## src/logic/sfpi_params.svh

```systemverilog
`ifndef SFPI_PARAMS_SVH
`define SFPI_PARAMS_SVH

// Bits that make up one serial byte.
`define SFPI_BYTE_BITS   4'h8
// Configuration bit 4 level that switches the restore and pause functions off.
`define SFPI_CFG_DIS_VAL 1'b0
// Number of 64KB sectors in the array.
`define SFPI_SECTORS     10'h200
// Area code from which the whole array is covered.
`define SFPI_FULL_AREA   4'ha
// Output enable patterns, low on each lane that the device drives.
`define SFPI_OE_FLOAT    4'hf
`define SFPI_OE_X1       4'hd
`define SFPI_OE_X2       4'hc
`define SFPI_OE_X4       4'h0
// Layout of the synchronised pin vector.
`define SFPI_SYNC_W      8
`define SFPI_IX_SCLK     0
`define SFPI_IX_CS       1
`define SFPI_IX_DQ       2
`define SFPI_IX_RST      6
`define SFPI_IX_WP       7
`define SFPI_SYNC_RST    8'hfe

`endif

```

## src/logic/sfpi_pkg.sv

```systemverilog
`default_nettype none
package sfpi_pkg;

    // Protocol that the whole device runs in.
    typedef enum logic [1:0] {
        PR_EXTENDED = 2'h0,
        PR_DUAL     = 2'h1,
        PR_QUAD     = 2'h2
    } sfpi_proto_e;

    // Lane width of one command in the extended protocol.
    typedef enum logic [1:0] {
        LN_X1 = 2'h0,
        LN_X2 = 2'h1,
        LN_X4 = 2'h2
    } sfpi_lane_e;

    // Role of the fourth data line on this variant.
    typedef enum logic [1:0] {
        DQ3_DATA    = 2'h0,
        DQ3_RESTORE = 2'h1,
        DQ3_PAUSE   = 2'h2
    } sfpi_dq3_e;

    // Serial engine states.
    typedef enum logic [1:0] {
        ST_STBY = 2'h0,
        ST_CMD  = 2'h1,
        ST_BODY = 2'h2
    } sfpi_state_e;

    // Whole state of the pin engine.
    typedef struct packed {
        sfpi_state_e st;
        logic        armed;
        logic        cs_q;
        logic        sclk_q;
        logic [7:0]  shift;
        logic [3:0]  bitcnt;
        logic [7:0]  rx_byte;
        logic        rx_valid;
        logic        rx_cmd;
        logic [7:0]  tx_shift;
        logic [3:0]  tx_cnt;
        logic        tx_take;
        logic [3:0]  dq_out;
        logic [3:0]  dq_oe_n;
        logic        standby;
        logic        active;
        logic        paused;
        logic        in_reset;
    } sfpi_eng_s;

    // State of the protection check.
    typedef struct packed {
        logic grant;
        logic deny;
    } sfpi_prot_s;

endpackage : sfpi_pkg
`default_nettype wire

```

## src/logic/sfpi_sync.sv

```systemverilog
`timescale 1ns/100ps
`default_nettype none
module sfpi_sync #(
    parameter int             W       = 8,
    parameter logic [W-1:0]   RST_VAL = '0
) (
    // Clock and reset.
    input  wire logic         clk,
    input  wire logic         rst_n,
    // Asynchronous inputs and their synchronised copy.
    input  wire logic [W-1:0] d,
    output logic      [W-1:0] q
);
    typedef struct packed {
        logic [W-1:0] s1;
        logic [W-1:0] s2;
    } sfpi_sync_s;

    sfpi_sync_s s_r;
    sfpi_sync_s s_nxt;

    // The first stage feeds only the second stage.
    always_comb begin
        s_nxt.s1 = d;
        s_nxt.s2 = s_r.s1;
    end

    // Both stages take a constant under reset.
    always_ff @(posedge clk) begin
        if (!rst_n) begin
            s_r <= '{s1: RST_VAL, s2: RST_VAL};
        end else begin
            s_r <= s_nxt;
        end
    end

    assign q = s_r.s2;
endmodule : sfpi_sync
`default_nettype wire

```

## src/logic/sfpi_prot.sv

```systemverilog
`timescale 1ns/100ps
`default_nettype none
`include "sfpi_params.svh"
module sfpi_prot (
    // Clock and reset.
    input  wire logic       clk,
    input  wire logic       rst_n,
    // Protection setup.
    input  wire logic       wp_n,
    input  wire logic       prot_en,
    input  wire logic       bottom,
    input  wire logic [3:0] protect_area_field,
    // Operation check.
    input  wire logic       op_req,
    input  wire logic [8:0] op_sector,
    output logic            op_grant,
    output logic            op_deny
);
    import sfpi_pkg::*;

    sfpi_prot_s s_r;
    sfpi_prot_s s_nxt;

    // Tells whether a sector lies in the area that the field selects.
    function automatic logic in_area(input logic bot, input logic [3:0] a, input logic [8:0] sec);
        logic [9:0] cnt;
        cnt = '0;
        if (a >= `SFPI_FULL_AREA) begin
            cnt = `SFPI_SECTORS;
        end else if (a != 4'h0) begin
            cnt = 10'(10'h1 << (a - 4'h1));
        end
        if (bot) begin
            in_area = {1'b0, sec} < cnt;
        end else begin
            in_area = {1'b0, sec} >= 10'(`SFPI_SECTORS - cnt);
        end
    endfunction : in_area

    always_comb begin
        s_nxt.grant = 1'b0;
        s_nxt.deny  = 1'b0;
        if (op_req) begin
            s_nxt.deny  = !wp_n && prot_en && in_area(bottom, protect_area_field, op_sector);
            s_nxt.grant = !s_nxt.deny;
        end
    end

    // One-cycle answers per request.
    always_ff @(posedge clk) begin
        if (!rst_n) begin
            s_r <= '{grant: 1'b0, deny: 1'b0};
        end else begin
            s_r <= s_nxt;
        end
    end

    assign op_grant = s_r.grant;
    assign op_deny  = s_r.deny;
endmodule : sfpi_prot
`default_nettype wire

```

## src/logic/sfpi_core.sv

```systemverilog
`timescale 1ns/100ps
`default_nettype none
`include "sfpi_params.svh"
module sfpi_core #(
    parameter logic                DEDICATED_RESTORE = 1'b1,
    parameter sfpi_pkg::sfpi_dq3_e DQ3_ROLE          = sfpi_pkg::DQ3_PAUSE
) (
    // Core clock and synchronous reset.
    input  wire logic                 CORE_CLK,
    input  wire logic                 RST_N,
    // Serial pins from the host.
    input  wire logic                 CS_N,
    input  wire logic                 SCLK,
    input  wire logic [3:0]           DQ_IN,
    output logic      [3:0]           DQ_OUT,
    output logic      [3:0]           DQ_OE_N,
    input  wire logic                 RESTORE_N,
    input  wire logic                 WP_N,
    // Configuration.
    input  wire sfpi_pkg::sfpi_proto_e PROTOCOL,
    input  wire sfpi_pkg::sfpi_lane_e  CMD_LANES,
    input  wire logic                 DTR_EN,
    input  wire logic                 NVCFG_BIT4,
    input  wire logic                 EVCFG_BIT4,
    input  wire logic                 SR_PROTECT_EN,
    input  wire logic                 PROT_BOTTOM,
    input  wire logic [3:0]           PROTECT_AREA_FIELD,
    input  wire logic                 INTERNAL_BUSY,
    // Received bytes.
    output logic      [7:0]           RX_BYTE,
    output logic                      RX_VALID,
    output logic                      RX_IS_CMD,
    // Bytes to send.
    input  wire logic                 TX_EN,
    input  wire logic [7:0]           TX_DATA,
    output logic                      TX_TAKE,
    // Program or erase check.
    input  wire logic                 OP_REQ,
    input  wire logic [8:0]           OP_SECTOR,
    output logic                      OP_GRANT,
    output logic                      OP_DENY,
    // Device status.
    output logic                      STANDBY,
    output logic                      ACTIVE,
    output logic                      PAUSED,
    output logic                      IN_RESET
);
    import sfpi_pkg::*;

    // Engine state after reset or restore.
    localparam sfpi_eng_s ENG_RST = '{
        st: ST_STBY, armed: 1'b0, cs_q: 1'b1, sclk_q: 1'b0, shift: 8'h00, bitcnt: 4'h0,
        rx_byte: 8'h00, rx_valid: 1'b0, rx_cmd: 1'b0, tx_shift: 8'h00, tx_cnt: 4'h0,
        tx_take: 1'b0, dq_out: 4'h0, dq_oe_n: `SFPI_OE_FLOAT, standby: 1'b1, active: 1'b0,
        paused: 1'b0, in_reset: 1'b0};

    sfpi_eng_s                s_r;
    sfpi_eng_s                s_nxt;
    logic [`SFPI_SYNC_W-1:0]  pins_s;
    logic                     sclk_s;
    logic                     cs_n_s;
    logic [3:0]               dq_s;
    logic                     rst_pin_s;
    logic                     wp_n_s;
    logic                     cfg_dis;
    logic                     in_cmd;
    logic [2:0]               lanes;
    logic                     rise;
    logic                     fall;
    logic                     hold_act;
    logic                     restore_req;

    // Number of lanes used by the current phase.
    function automatic logic [2:0] lanes_of(input sfpi_proto_e p, input sfpi_lane_e w, input logic cmd);
        lanes_of = 3'h1;
        if (p == PR_QUAD) begin
            lanes_of = 3'h4;
        end else if (p == PR_DUAL) begin
            lanes_of = 3'h2;
        end else if (!cmd && w == LN_X4) begin
            lanes_of = 3'h4;
        end else if (!cmd && w == LN_X2) begin
            lanes_of = 3'h2;
        end
    endfunction : lanes_of

    // Shifts the sampled lanes in at the low end.
    function automatic logic [7:0] shift_in(input logic [7:0] sh, input logic [3:0] dq, input logic [2:0] n);
        shift_in = {sh[6:0], dq[0]};
        if (n == 3'h2) begin
            shift_in = {sh[5:0], dq[1:0]};
        end else if (n == 3'h4) begin
            shift_in = {sh[3:0], dq[3:0]};
        end
    endfunction : shift_in

    // Output enable pattern for a lane count.
    function automatic logic [3:0] oe_of(input logic [2:0] n);
        oe_of = `SFPI_OE_X1;
        if (n == 3'h2) begin
            oe_of = `SFPI_OE_X2;
        end else if (n == 3'h4) begin
            oe_of = `SFPI_OE_X4;
        end
    endfunction : oe_of

    // Places the top bits of a byte on the driven lanes.
    function automatic logic [3:0] out_of(input logic [7:0] b, input logic [2:0] n);
        out_of = {2'h0, b[7], 1'b0};
        if (n == 3'h2) begin
            out_of = {2'h0, b[7:6]};
        end else if (n == 3'h4) begin
            out_of = b[7:4];
        end
    endfunction : out_of

    // All pins come from the host's domain and pass two flip-flops.
    sfpi_sync #(
        .W       (`SFPI_SYNC_W),
        .RST_VAL (`SFPI_SYNC_RST)
    ) u_sync (
        .clk   (CORE_CLK),
        .rst_n (RST_N),
        .d     ({WP_N, RESTORE_N, DQ_IN, CS_N, SCLK}),
        .q     (pins_s)
    );

    assign sclk_s    = pins_s[`SFPI_IX_SCLK];
    assign cs_n_s    = pins_s[`SFPI_IX_CS];
    assign dq_s      = pins_s[`SFPI_IX_DQ +: 4];
    assign rst_pin_s = pins_s[`SFPI_IX_RST];
    assign wp_n_s    = pins_s[`SFPI_IX_WP];

    // Write protect check on program and erase requests.
    sfpi_prot u_prot (
        .clk                (CORE_CLK),
        .rst_n              (RST_N),
        .wp_n               (wp_n_s),
        .prot_en            (SR_PROTECT_EN),
        .bottom             (PROT_BOTTOM),
        .protect_area_field (PROTECT_AREA_FIELD),
        .op_req             (OP_REQ),
        .op_sector          (OP_SECTOR),
        .op_grant           (OP_GRANT),
        .op_deny            (OP_DENY)
    );

    // Clock edges found from the sampled serial clock.
    assign rise   = sclk_s && !s_r.sclk_q;
    assign fall   = !sclk_s && s_r.sclk_q;
    assign in_cmd = s_r.st == ST_CMD;
    assign lanes  = lanes_of(PROTOCOL, CMD_LANES, in_cmd);

    assign cfg_dis = (NVCFG_BIT4 == `SFPI_CFG_DIS_VAL) || (EVCFG_BIT4 == `SFPI_CFG_DIS_VAL);

    assign hold_act = (DQ3_ROLE == DQ3_PAUSE) && !cs_n_s && !dq_s[3] && !cfg_dis
                      && PROTOCOL != PR_QUAD && !DTR_EN && lanes != 3'h4;

    assign restore_req = (DEDICATED_RESTORE && !rst_pin_s && !cfg_dis)
                         || ((DQ3_ROLE == DQ3_RESTORE) && !cs_n_s && !dq_s[3] && !cfg_dis
                             && PROTOCOL != PR_QUAD && lanes != 3'h4);

    // Next state of the serial engine.
    always_comb begin
        s_nxt          = s_r;
        s_nxt.rx_valid = 1'b0;
        s_nxt.tx_take  = 1'b0;
        s_nxt.sclk_q   = sclk_s;
        s_nxt.cs_q     = cs_n_s;
        // standby while deselected, unless an internal cycle runs.
        s_nxt.standby  = cs_n_s && !INTERNAL_BUSY;
        if (restore_req) begin
            s_nxt          = ENG_RST;
            s_nxt.sclk_q   = sclk_s;
            s_nxt.cs_q     = cs_n_s;
            s_nxt.standby  = cs_n_s && !INTERNAL_BUSY;
            s_nxt.in_reset = 1'b1;
        end else if (cs_n_s) begin
            s_nxt.st       = ST_STBY;
            s_nxt.dq_oe_n  = `SFPI_OE_FLOAT;
            s_nxt.paused   = 1'b0;
            s_nxt.bitcnt   = 4'h0;
            s_nxt.tx_cnt   = 4'h0;
            s_nxt.in_reset = 1'b0;
        end else if (s_r.cs_q) begin
            s_nxt.st       = ST_CMD;
            s_nxt.armed    = 1'b1;
            s_nxt.bitcnt   = 4'h0;
            s_nxt.tx_cnt   = 4'h0;
            s_nxt.in_reset = 1'b0;
        end else if (hold_act) begin
            s_nxt.paused  = 1'b1;
            s_nxt.dq_oe_n = `SFPI_OE_FLOAT;
        end else if (s_r.armed && s_r.st != ST_STBY) begin
            s_nxt.paused = 1'b0;
            // input sampling edges.
            // Command bits are taken even in an output phase; a data byte starts on a rising edge.
            if ((!TX_EN || in_cmd) && (rise || (fall && DTR_EN && !in_cmd && s_r.bitcnt != 4'h0))) begin
                s_nxt.shift  = shift_in(s_r.shift, dq_s, lanes);
                s_nxt.bitcnt = s_r.bitcnt + {1'b0, lanes};
                if (s_r.bitcnt + {1'b0, lanes} >= `SFPI_BYTE_BITS) begin
                    s_nxt.bitcnt   = 4'h0;
                    s_nxt.rx_byte  = shift_in(s_r.shift, dq_s, lanes);
                    s_nxt.rx_valid = 1'b1;
                    s_nxt.rx_cmd   = in_cmd;
                    s_nxt.st       = ST_BODY;
                end
            end
            s_nxt.dq_oe_n = (TX_EN && !in_cmd) ? oe_of(lanes) : `SFPI_OE_FLOAT;
            if (TX_EN && !in_cmd && (fall || (rise && DTR_EN))) begin
                s_nxt.dq_out   = out_of((s_r.tx_cnt == 4'h0) ? TX_DATA : s_r.tx_shift, lanes);
                s_nxt.tx_shift = 8'(((s_r.tx_cnt == 4'h0) ? TX_DATA : s_r.tx_shift) << lanes);
                s_nxt.tx_cnt   = s_r.tx_cnt + {1'b0, lanes};
                if (s_r.tx_cnt + {1'b0, lanes} >= `SFPI_BYTE_BITS) begin
                    s_nxt.tx_cnt  = 4'h0;
                    s_nxt.tx_take = 1'b1;
                end
            end
        end
        s_nxt.active = s_nxt.st != ST_STBY;
    end

    // State register.
    always_ff @(posedge CORE_CLK) begin
        if (!RST_N) begin
            s_r <= ENG_RST;
        end else begin
            s_r <= s_nxt;
        end
    end

    // Outputs straight from the state register.
    assign DQ_OUT    = s_r.dq_out;
    assign DQ_OE_N   = s_r.dq_oe_n;
    assign RX_BYTE   = s_r.rx_byte;
    assign RX_VALID  = s_r.rx_valid;
    assign RX_IS_CMD = s_r.rx_cmd;
    assign TX_TAKE   = s_r.tx_take;
    assign STANDBY   = s_r.standby;
    assign ACTIVE    = s_r.active;
    assign PAUSED    = s_r.paused;
    assign IN_RESET  = s_r.in_reset;
endmodule : sfpi_core
`default_nettype wire

```

## config.mk

```make
export PLATFORM = sky130hd
export DESIGN_NAME = sfpi_core
export DESIGN_NICKNAME = d
export VERILOG_FILES = /design/src/logic/sfpi_pkg.sv /design/src/logic/sfpi_sync.sv /design/src/logic/sfpi_prot.sv /design/src/logic/sfpi_core.sv
export VERILOG_INCLUDE_DIRS = /design/src /design/src/logic
export SDC_FILE = /design/constraint.sdc
export NUM_CORES = 1
export LEC_CHECK = 0
export ABC_CLOCK_PERIOD_IN_PS = 2500
export BUFFER_PORTS_ARGS = -buffer_cell sky130_fd_sc_hd__buf_4
export CORE_AREA = 3 3 103 105
export CTS_CLUSTER_SIZE = 40
export DETAILED_ROUTE_END_ITERATION = 10
export DIE_AREA = 0 0 106 108
export GPL_TIMING_DRIVEN = 0
export SLEW_MARGIN = 20
export SYNTH_ARGS = -nofsm -noshare
export SYNTH_HDL_FRONTEND = slang
export SYNTH_SLANG_ARGS = --single-unit
```

## constraint.sdc

```tcl
create_clock -name CORE_CLK -period 2.5 [get_ports CORE_CLK]
set_input_delay 0.25 -clock CORE_CLK [delete_from_list [all_inputs] [get_ports CORE_CLK]]
set_output_delay 0.25 -clock CORE_CLK [all_outputs]
set_load 0.05 [all_outputs]
```

==> results of run 1 <==
==> per-layer routing <==
metal  vias to the layer above  wire length, µm  track usage  part of all wire
li1                       1772                -            -                 -
met1                      1663             4661       0.2502              0.46
met2                       110             4549       0.2901              0.45
met3                        20              584      0.03642             0.058
met4                         0              238      0.08233             0.024
met5                         -                0            0                 0
==> placed cells by master (no fill, tap or decap), types with 8 or more instances in the layout <==
cell type  instances
ha_1              22
nand2_1           31
nor2b_1            9
nor3_1            28
clkbuf_8          12
mux2i_1           17
a21oi_1           37
inv_1             17
nand2b_1          22
buf_2              8
dfxtp_1           66
nand3_1           15
nor2_1            27
o21ai_0           25
buf_4             91
==> through the flow <==
stage          cells  cell area [µm²]
2_1_floorplan    449             3929
3_3_place_gp     647             4583
3_5_place_dp     647             4583
4_1_cts          672             4945
5_1_grt          670             4987
6_report         670             4987
==> worst max-delay path: stages (launching register included) <==
cell and delay (ns):
dfxtp_2 0.33, nor2b_4 0.16, o41a_1 0.46, inv_4 0.10, ha_4 0.19, and3_4 0.17
or3_4 0.37, o211a_4 0.18, buf_6 0.14, a21oi_4 0.12, a311oi_2 0.05
==> sequential cells by signal (all words and copies together) (netlist names), 3 cells and up <==
name          flops
DQ_OE_N           3
s_r              28
DQ_OUT            4
u_sync.q          8
u_sync.s_nxt      8
RX_BYTE           8
==> worst min path at each step <==
stage,cells past startpoint,start,to,slack [ns]
after floorplan,1,INTERNAL_BUSY,STANDBY$_SDFF_PN1_,0.35
after global placement,1,u_sync.s_nxt[2]$_SDFF_PN1_,u_sync.q[2]$_SDFF_PN1_,0.39
after detailed placement,1,u_sync.s_nxt[2]$_SDFF_PN1_,u_sync.q[2]$_SDFF_PN1_,0.39
after CTS,2,DQ_IN[1],u_sync.s_nxt[3]$_SDFF_PN1_,0.06
after global routing,2,DQ_IN[2],u_sync.s_nxt[4]$_SDFF_PN1_,0.07
final,2,DQ_IN[1],u_sync.s_nxt[3]$_SDFF_PN1_,0.08
==> power breakdown <==
part	internal (µW)	switching [µW]	leakage (µW)	total (µW)
clock	640	421	0.000122	1060
sequential	1100	6.36	0.000554	1110
combinational	153	202	0.00139	355
==> area by class of cell <==
cell class,instances,area [µm²],area share
Timing Repair Buffer,74,559.3,0.1121
Tap cell,133,166.4,0.03337
Multi-Input combinational cell,326,2369,0.4749
Clock inverter,4,70.07,0.01405
Buffer,33,210.2,0.04215
Inverter,20,83.83,0.01681
Sequential cell,68,1364,0.2735
Clock buffer,12,165.2,0.03312
==> what timing repair did <==
item | in CTS | in global routing
resized for setup | 14 | 13
gates cloned | 1 | 0
setup buffers | 8 | 0
pin swaps | 5 | 7
setup endpoints to repair | 20 | 15
==> cells by family after synthesis <==
logic type                 count (synthesis)  share of synthesized area
AOI/OAI and AO/OA                        121                     0.2118
and+or+nand+nor                          154                     0.2153
muxes                                     18                    0.04659
DFF                                       68                     0.3496
buffers and inverters                     55                    0.07359
adders and majority gates                 26                    0.08740
xor gates and xnor gates                   7                    0.01575
==> qor.txt, run 1 <==
Startpoint types - flip-flop
Setup WS pre-CTS - -0.3206 ns
Worst reg2reg setup slack - 0.07 ns
Die area - 0.01145 mm²
Synthesized flop and latch total - 68
Clock Latency Late Sink - 0.35 ns
Diodes inserted - 0
Root buf cell - clkbuf_8
Unrepaired setup endpoints after global routing - no
WL final - 10030 µm
# setup viols final - 0
CP Capture Type - flip-flop
Synth Flop Type - dfxtp_1
Run status - completed
Area growth, synth to finish - 28.08%
Max Freq - 412.1 MHz
WL/cell - 14.97 µm
Number of enable flip-flop cells after synthesis - 0
Post-DRT Antenna Nets - 0
Leak - 0.002065 µW
Critical R2R Capture - RX_BYTE[7]$_SDFFE_PP0P_
Starting DRT DRC Count - 229
Mean post-synth cell area - 8.672 µm²
Critical Path Start - s_r[50]$_SDFF_PN0_
Vias in the first global route - 3509
Top cells by count, synth - dfxtp_1, a21oi_1, nand2_1
Top-count cell post-synth - dfxtp_1
Die Span Y - 108 µm
CTS tree - built
Worst setup endpoint - RX_BYTE[7]$_SDFFE_PP0P_
First-pass GRT wire length - 16970 µm
DRC viols - 0
Count of unique library cells instantiated by Yosys - 61
H-Tree Depth - 3
Clk slew on worst S/H paths - 0.08 ns
Synth Instances - 449
Share of cells above drive strength 1 - 0.2868
Yosys warnings - 0
Initial antenna violation count - 0
Pwr Density - 505.8 mW/mm²
VDD IR max - 0.0002696 V
Syn Nets - 518
Area leader, netlist - dfxtp_1
RR Startpoint - s_r[50]$_SDFF_PN0_
Final slew viol count - 0
Mapped Area - 0.003894 mm²
Clock Tree Buf Depth - 2
Row count - 36
Detailed-placement wirelength estimate - 7421 µm
Hold Buf Count CTS - 0
# fillers - 964
Fin. Hold Viols - 0
Via count - 3565
Slew Limit Headroom - 0.4836
Arrival @ worst endpoint - 2.64 ns
Worst-path maximum fanout - 6
CP required - 2.71 ns
Total of max-cap violations - 0
Synth async-reset ratio - 0
Synth top area share - 0.3496
Total global-route track usage - 0.1858
Starting Density - 0.4002
Core area - 0.009729 mm²
Largest net degree at the start of global routing - 12
Setup TNS - 0 ns
Clk sinks - 68
Die X - 106 µm
Final Cycle Share - 0.9705
Area contributors post-synth - dfxtp_1, ha_1, a21oi_1
Total power - 2522 µW
Crit path kind - reg -> reg
Num CTS Buffers - 9
Net count, final - 601
Drt pass-1 iters - 5
Input/output buffers - 65
Core Util, Final - 0.5126
Tightest hold margin - 0.07817 ns
Worst-margin pin slew - 0.7689 ns
Period minus WS final - 2.426 ns
I/O pin total - 68
Post-route worst setup slack - 0.07363 ns
Hold Path Class - in -> reg
Sequential area share after synthesis - 0.3496
Routability cong. - 0.8416
R2r worst-path depth - 10
Clock Skew - 0.01330 ns
Grt total ovfl - 0
Vias per cell - 5.321
Note: power is estimated with default switching activity, not from simulation.
==> inputs of run 2 (changes only) <==
--- a/config.mk
+++ b/config.mk
@@ -13,6 +13,7 @@
 export DETAILED_ROUTE_END_ITERATION = 10
 export DIE_AREA = 0 0 106 108
 export GPL_TIMING_DRIVEN = 0
+export RECOVER_POWER = 50
 export SLEW_MARGIN = 20
 export SYNTH_ARGS = -nofsm -noshare
 export SYNTH_HDL_FRONTEND = slang
==> run 2 against run 1 <==
Effect of this change:
- worst setup slack better by 0.0019 ns
- critical path type unchanged
- critical endpoint is now ACTIVE$_SDFF_PN0_
- highest routed layer unchanged
- die area is the same
- sequential share of layout area is 0.55 points higher
- power barely moved
==> qor.txt, run 2 (synthesis gave the netlist of run 1 again) <==
Worst-path maximum fanout - 6 (unchanged)
WL final - 10080 µm (+0.43%)
CTS tree - built
Run status - completed
Slew Limit Headroom - 0.4820 (-0.001570)
Delay of the slowest critical-path stage - 0.46 ns (about the same)
Die X - 106 µm (unchanged)
Startpoint types - flip-flop
Crit path max-delay cell type - o41a_1
DRC viols - 0 (unchanged)
Post-route worst setup slack - 0.07557 ns (+0.001937 ns)
Grt total ovfl - 0 (unchanged)
Most flops, register - s_r
Via count - 3553 (-0.34%)
Tightest hold margin - 0.07842 ns (+0.0002560 ns)
Starting DRT DRC Count - 198 (-14%)
Pwr Density - 515.7 mW/mm² (+2.0%)
Num CTS Buffers - 9 (unchanged)
WL/cell - 15.04 µm (+0.43%)
Detailed-placement wirelength estimate - 7421 µm (unchanged)
Critical path cell sequence - nor2b_4 > o41a_1 > inv_4 > ha_4 > and3_4 > or3_4 > o211a_4 > a41o_1 > a21oi_2
Most frequent cells in the layout - dfxtp_1, buf_4, a21oi_1, clkbuf_1, nand2_1
Clk slew on worst S/H paths - 0.08 ns (about the same)
VDD IR max - 0.0002691 V (-0.20%)
Initial antenna violation count - 0 (unchanged)
Crit path kind - reg -> reg
CP Capture Type - flip-flop
Total of max-cap violations - 0 (unchanged)
Final slew viol count - 0 (unchanged)
Cell Count, Final, Fillers Out - 670 (unchanged)
Setup WS pre-CTS - -0.3206 ns (unchanged)
Most common cell after layout, fill and taps aside - dfxtp_1
# fillers - 978 (+1.5%)
Hold Path Class - in -> reg
Final Cycle Share - 0.9698 (about the same)
Clock Latency Late Sink - 0.35 ns (about the same)
Die Span Y - 108 µm (unchanged)
Net count, final - 601 (unchanged)
Fin. Hold Viols - 0 (unchanged)
Placed Instances - 647 (unchanged)
Drt pass-1 iters - 6 (+1)
CP required - 2.78 ns (+0.07 ns)
Vias per cell - 5.303 (-0.34%)
Period minus WS final - 2.424 ns (-0.001937 ns)
Clock Tree Buf Depth - 2 (unchanged)
Post-DRT Antenna Nets - 0 (unchanged)
Area growth, synth to finish - 25.55%
Vias in the first global route - 3509 (unchanged)
Share of cells above drive strength 1 - 0.2365 (-0.05028)
Hold Buf Count CTS - 0 (unchanged)
Diodes inserted - 0 (unchanged)
Arrival @ worst endpoint - 2.71 ns (+0.07 ns)
Routability cong. - 0.8416 (unchanged)
Core area - 0.009729 mm² (unchanged)
Clk sinks - 68 (unchanged)
Max Freq - 412.5 MHz (about the same)
First-pass GRT wire length - 16970 µm (unchanged)
Clock Skew - 0.01332 ns (+0.00002120 ns)
I/O pin total - 68 (unchanged)
Input/output buffers - 65 (unchanged)
Root buf cell - clkbuf_8
Total global-route track usage - 0.1858 (unchanged)
H-Tree Depth - 3 (unchanged)
Starting Density - 0.4002 (unchanged)
Worst-margin pin slew - 0.7712 ns (+0.002337 ns)
Die area - 0.01145 mm² (unchanged)
# setup viols final - 0 (unchanged)
Row count - 36 (unchanged)
Leak - 0.001959 µW (-5.1%)
Setup TNS - 0 ns (unchanged)
Max reg flops - 28 (unchanged)
Largest net degree at the start of global routing - 12 (unchanged)
Unrepaired setup endpoints after global routing - no
==> run 2: area by class of cell <==
class,count,area [µm²],share of cell area
timing repair buffer,74,461.7,0.09445
buffer,33,209.0,0.04274
clock buffer,12,165.2,0.03379
tap,133,166.4,0.03404
multi-input combinational,326,2369,0.4845
clock inverter,4,70.07,0.01433
inverter,20,83.83,0.01715
sequential,68,1364,0.2790
==> run 2: power by group <==
group	internal (µW)	leakage, µW	switching [µW]
Sequential	1100	0.000554	6.42
Combinational	149	0.00128	204
Clock	640	0.000122	422
Total	1890	0.00196	632
==> run 2: critical path: cells and delay by family, from the launching register on <==
family	cells	cell delay, ns
buf+inv	1	0.10
compound gates	4	1.03
simple gates	3	0.69
flops	1	0.33
fa+ha+maj	1	0.19
==> run 2: what timing repair did <==
item | in CTS | in global routing
gates cloned | 1 | 0
buffers inserted | 8 | 0
pin swaps | 5 | 7
hold endpoints to repair | 0 | 0
setup endpoints to repair | 20 | 15
resized for setup | 14 | 13
==> run 2: path summary, 6_finish.rpt <==
check | to | depth (start not counted) | slack (ns) | startpoint
setup reg to reg | ACTIVE$_SDFF_PN0_ | 9 | 0.08 | s_r[50]$_SDFF_PN0_
hold / removal | u_sync.s_nxt[3]$_SDFF_PN1_ | 2 | 0.08 | DQ_IN[1]
setup / recovery | ACTIVE$_SDFF_PN0_ | 9 | 0.08 | s_r[50]$_SDFF_PN0_
hold reg to reg | u_sync.q[4]$_SDFF_PN1_ | 1 | 0.41 | u_sync.s_nxt[4]$_SDFF_PN1_
==> run 2: routing by layer <==
layer,global-route usage,share of wire,vias up
met3,0.03642,0.049,22
met1,0.2502,0.47,1655
li1,-,-,1772
met2,0.2901,0.45,104
met5,0,0,-
met4,0.08233,0.024,0
==> run 2: metrics by stage <==
| stage | cell area, µm² | power, µW | utilization |
|---|---|---|---|
| after floorplan | 3929 | 1335 | - |
| after global placement | 4583 | 1450 | 0.4711 |
| after detailed placement | 4583 | 1457 | 0.4711 |
| after CTS | 4945 | 2544 | 0.5082 |
| after global routing | 4888 | 2639 | 0.5024 |
| final | 4888 | 2521 | 0.5024 |
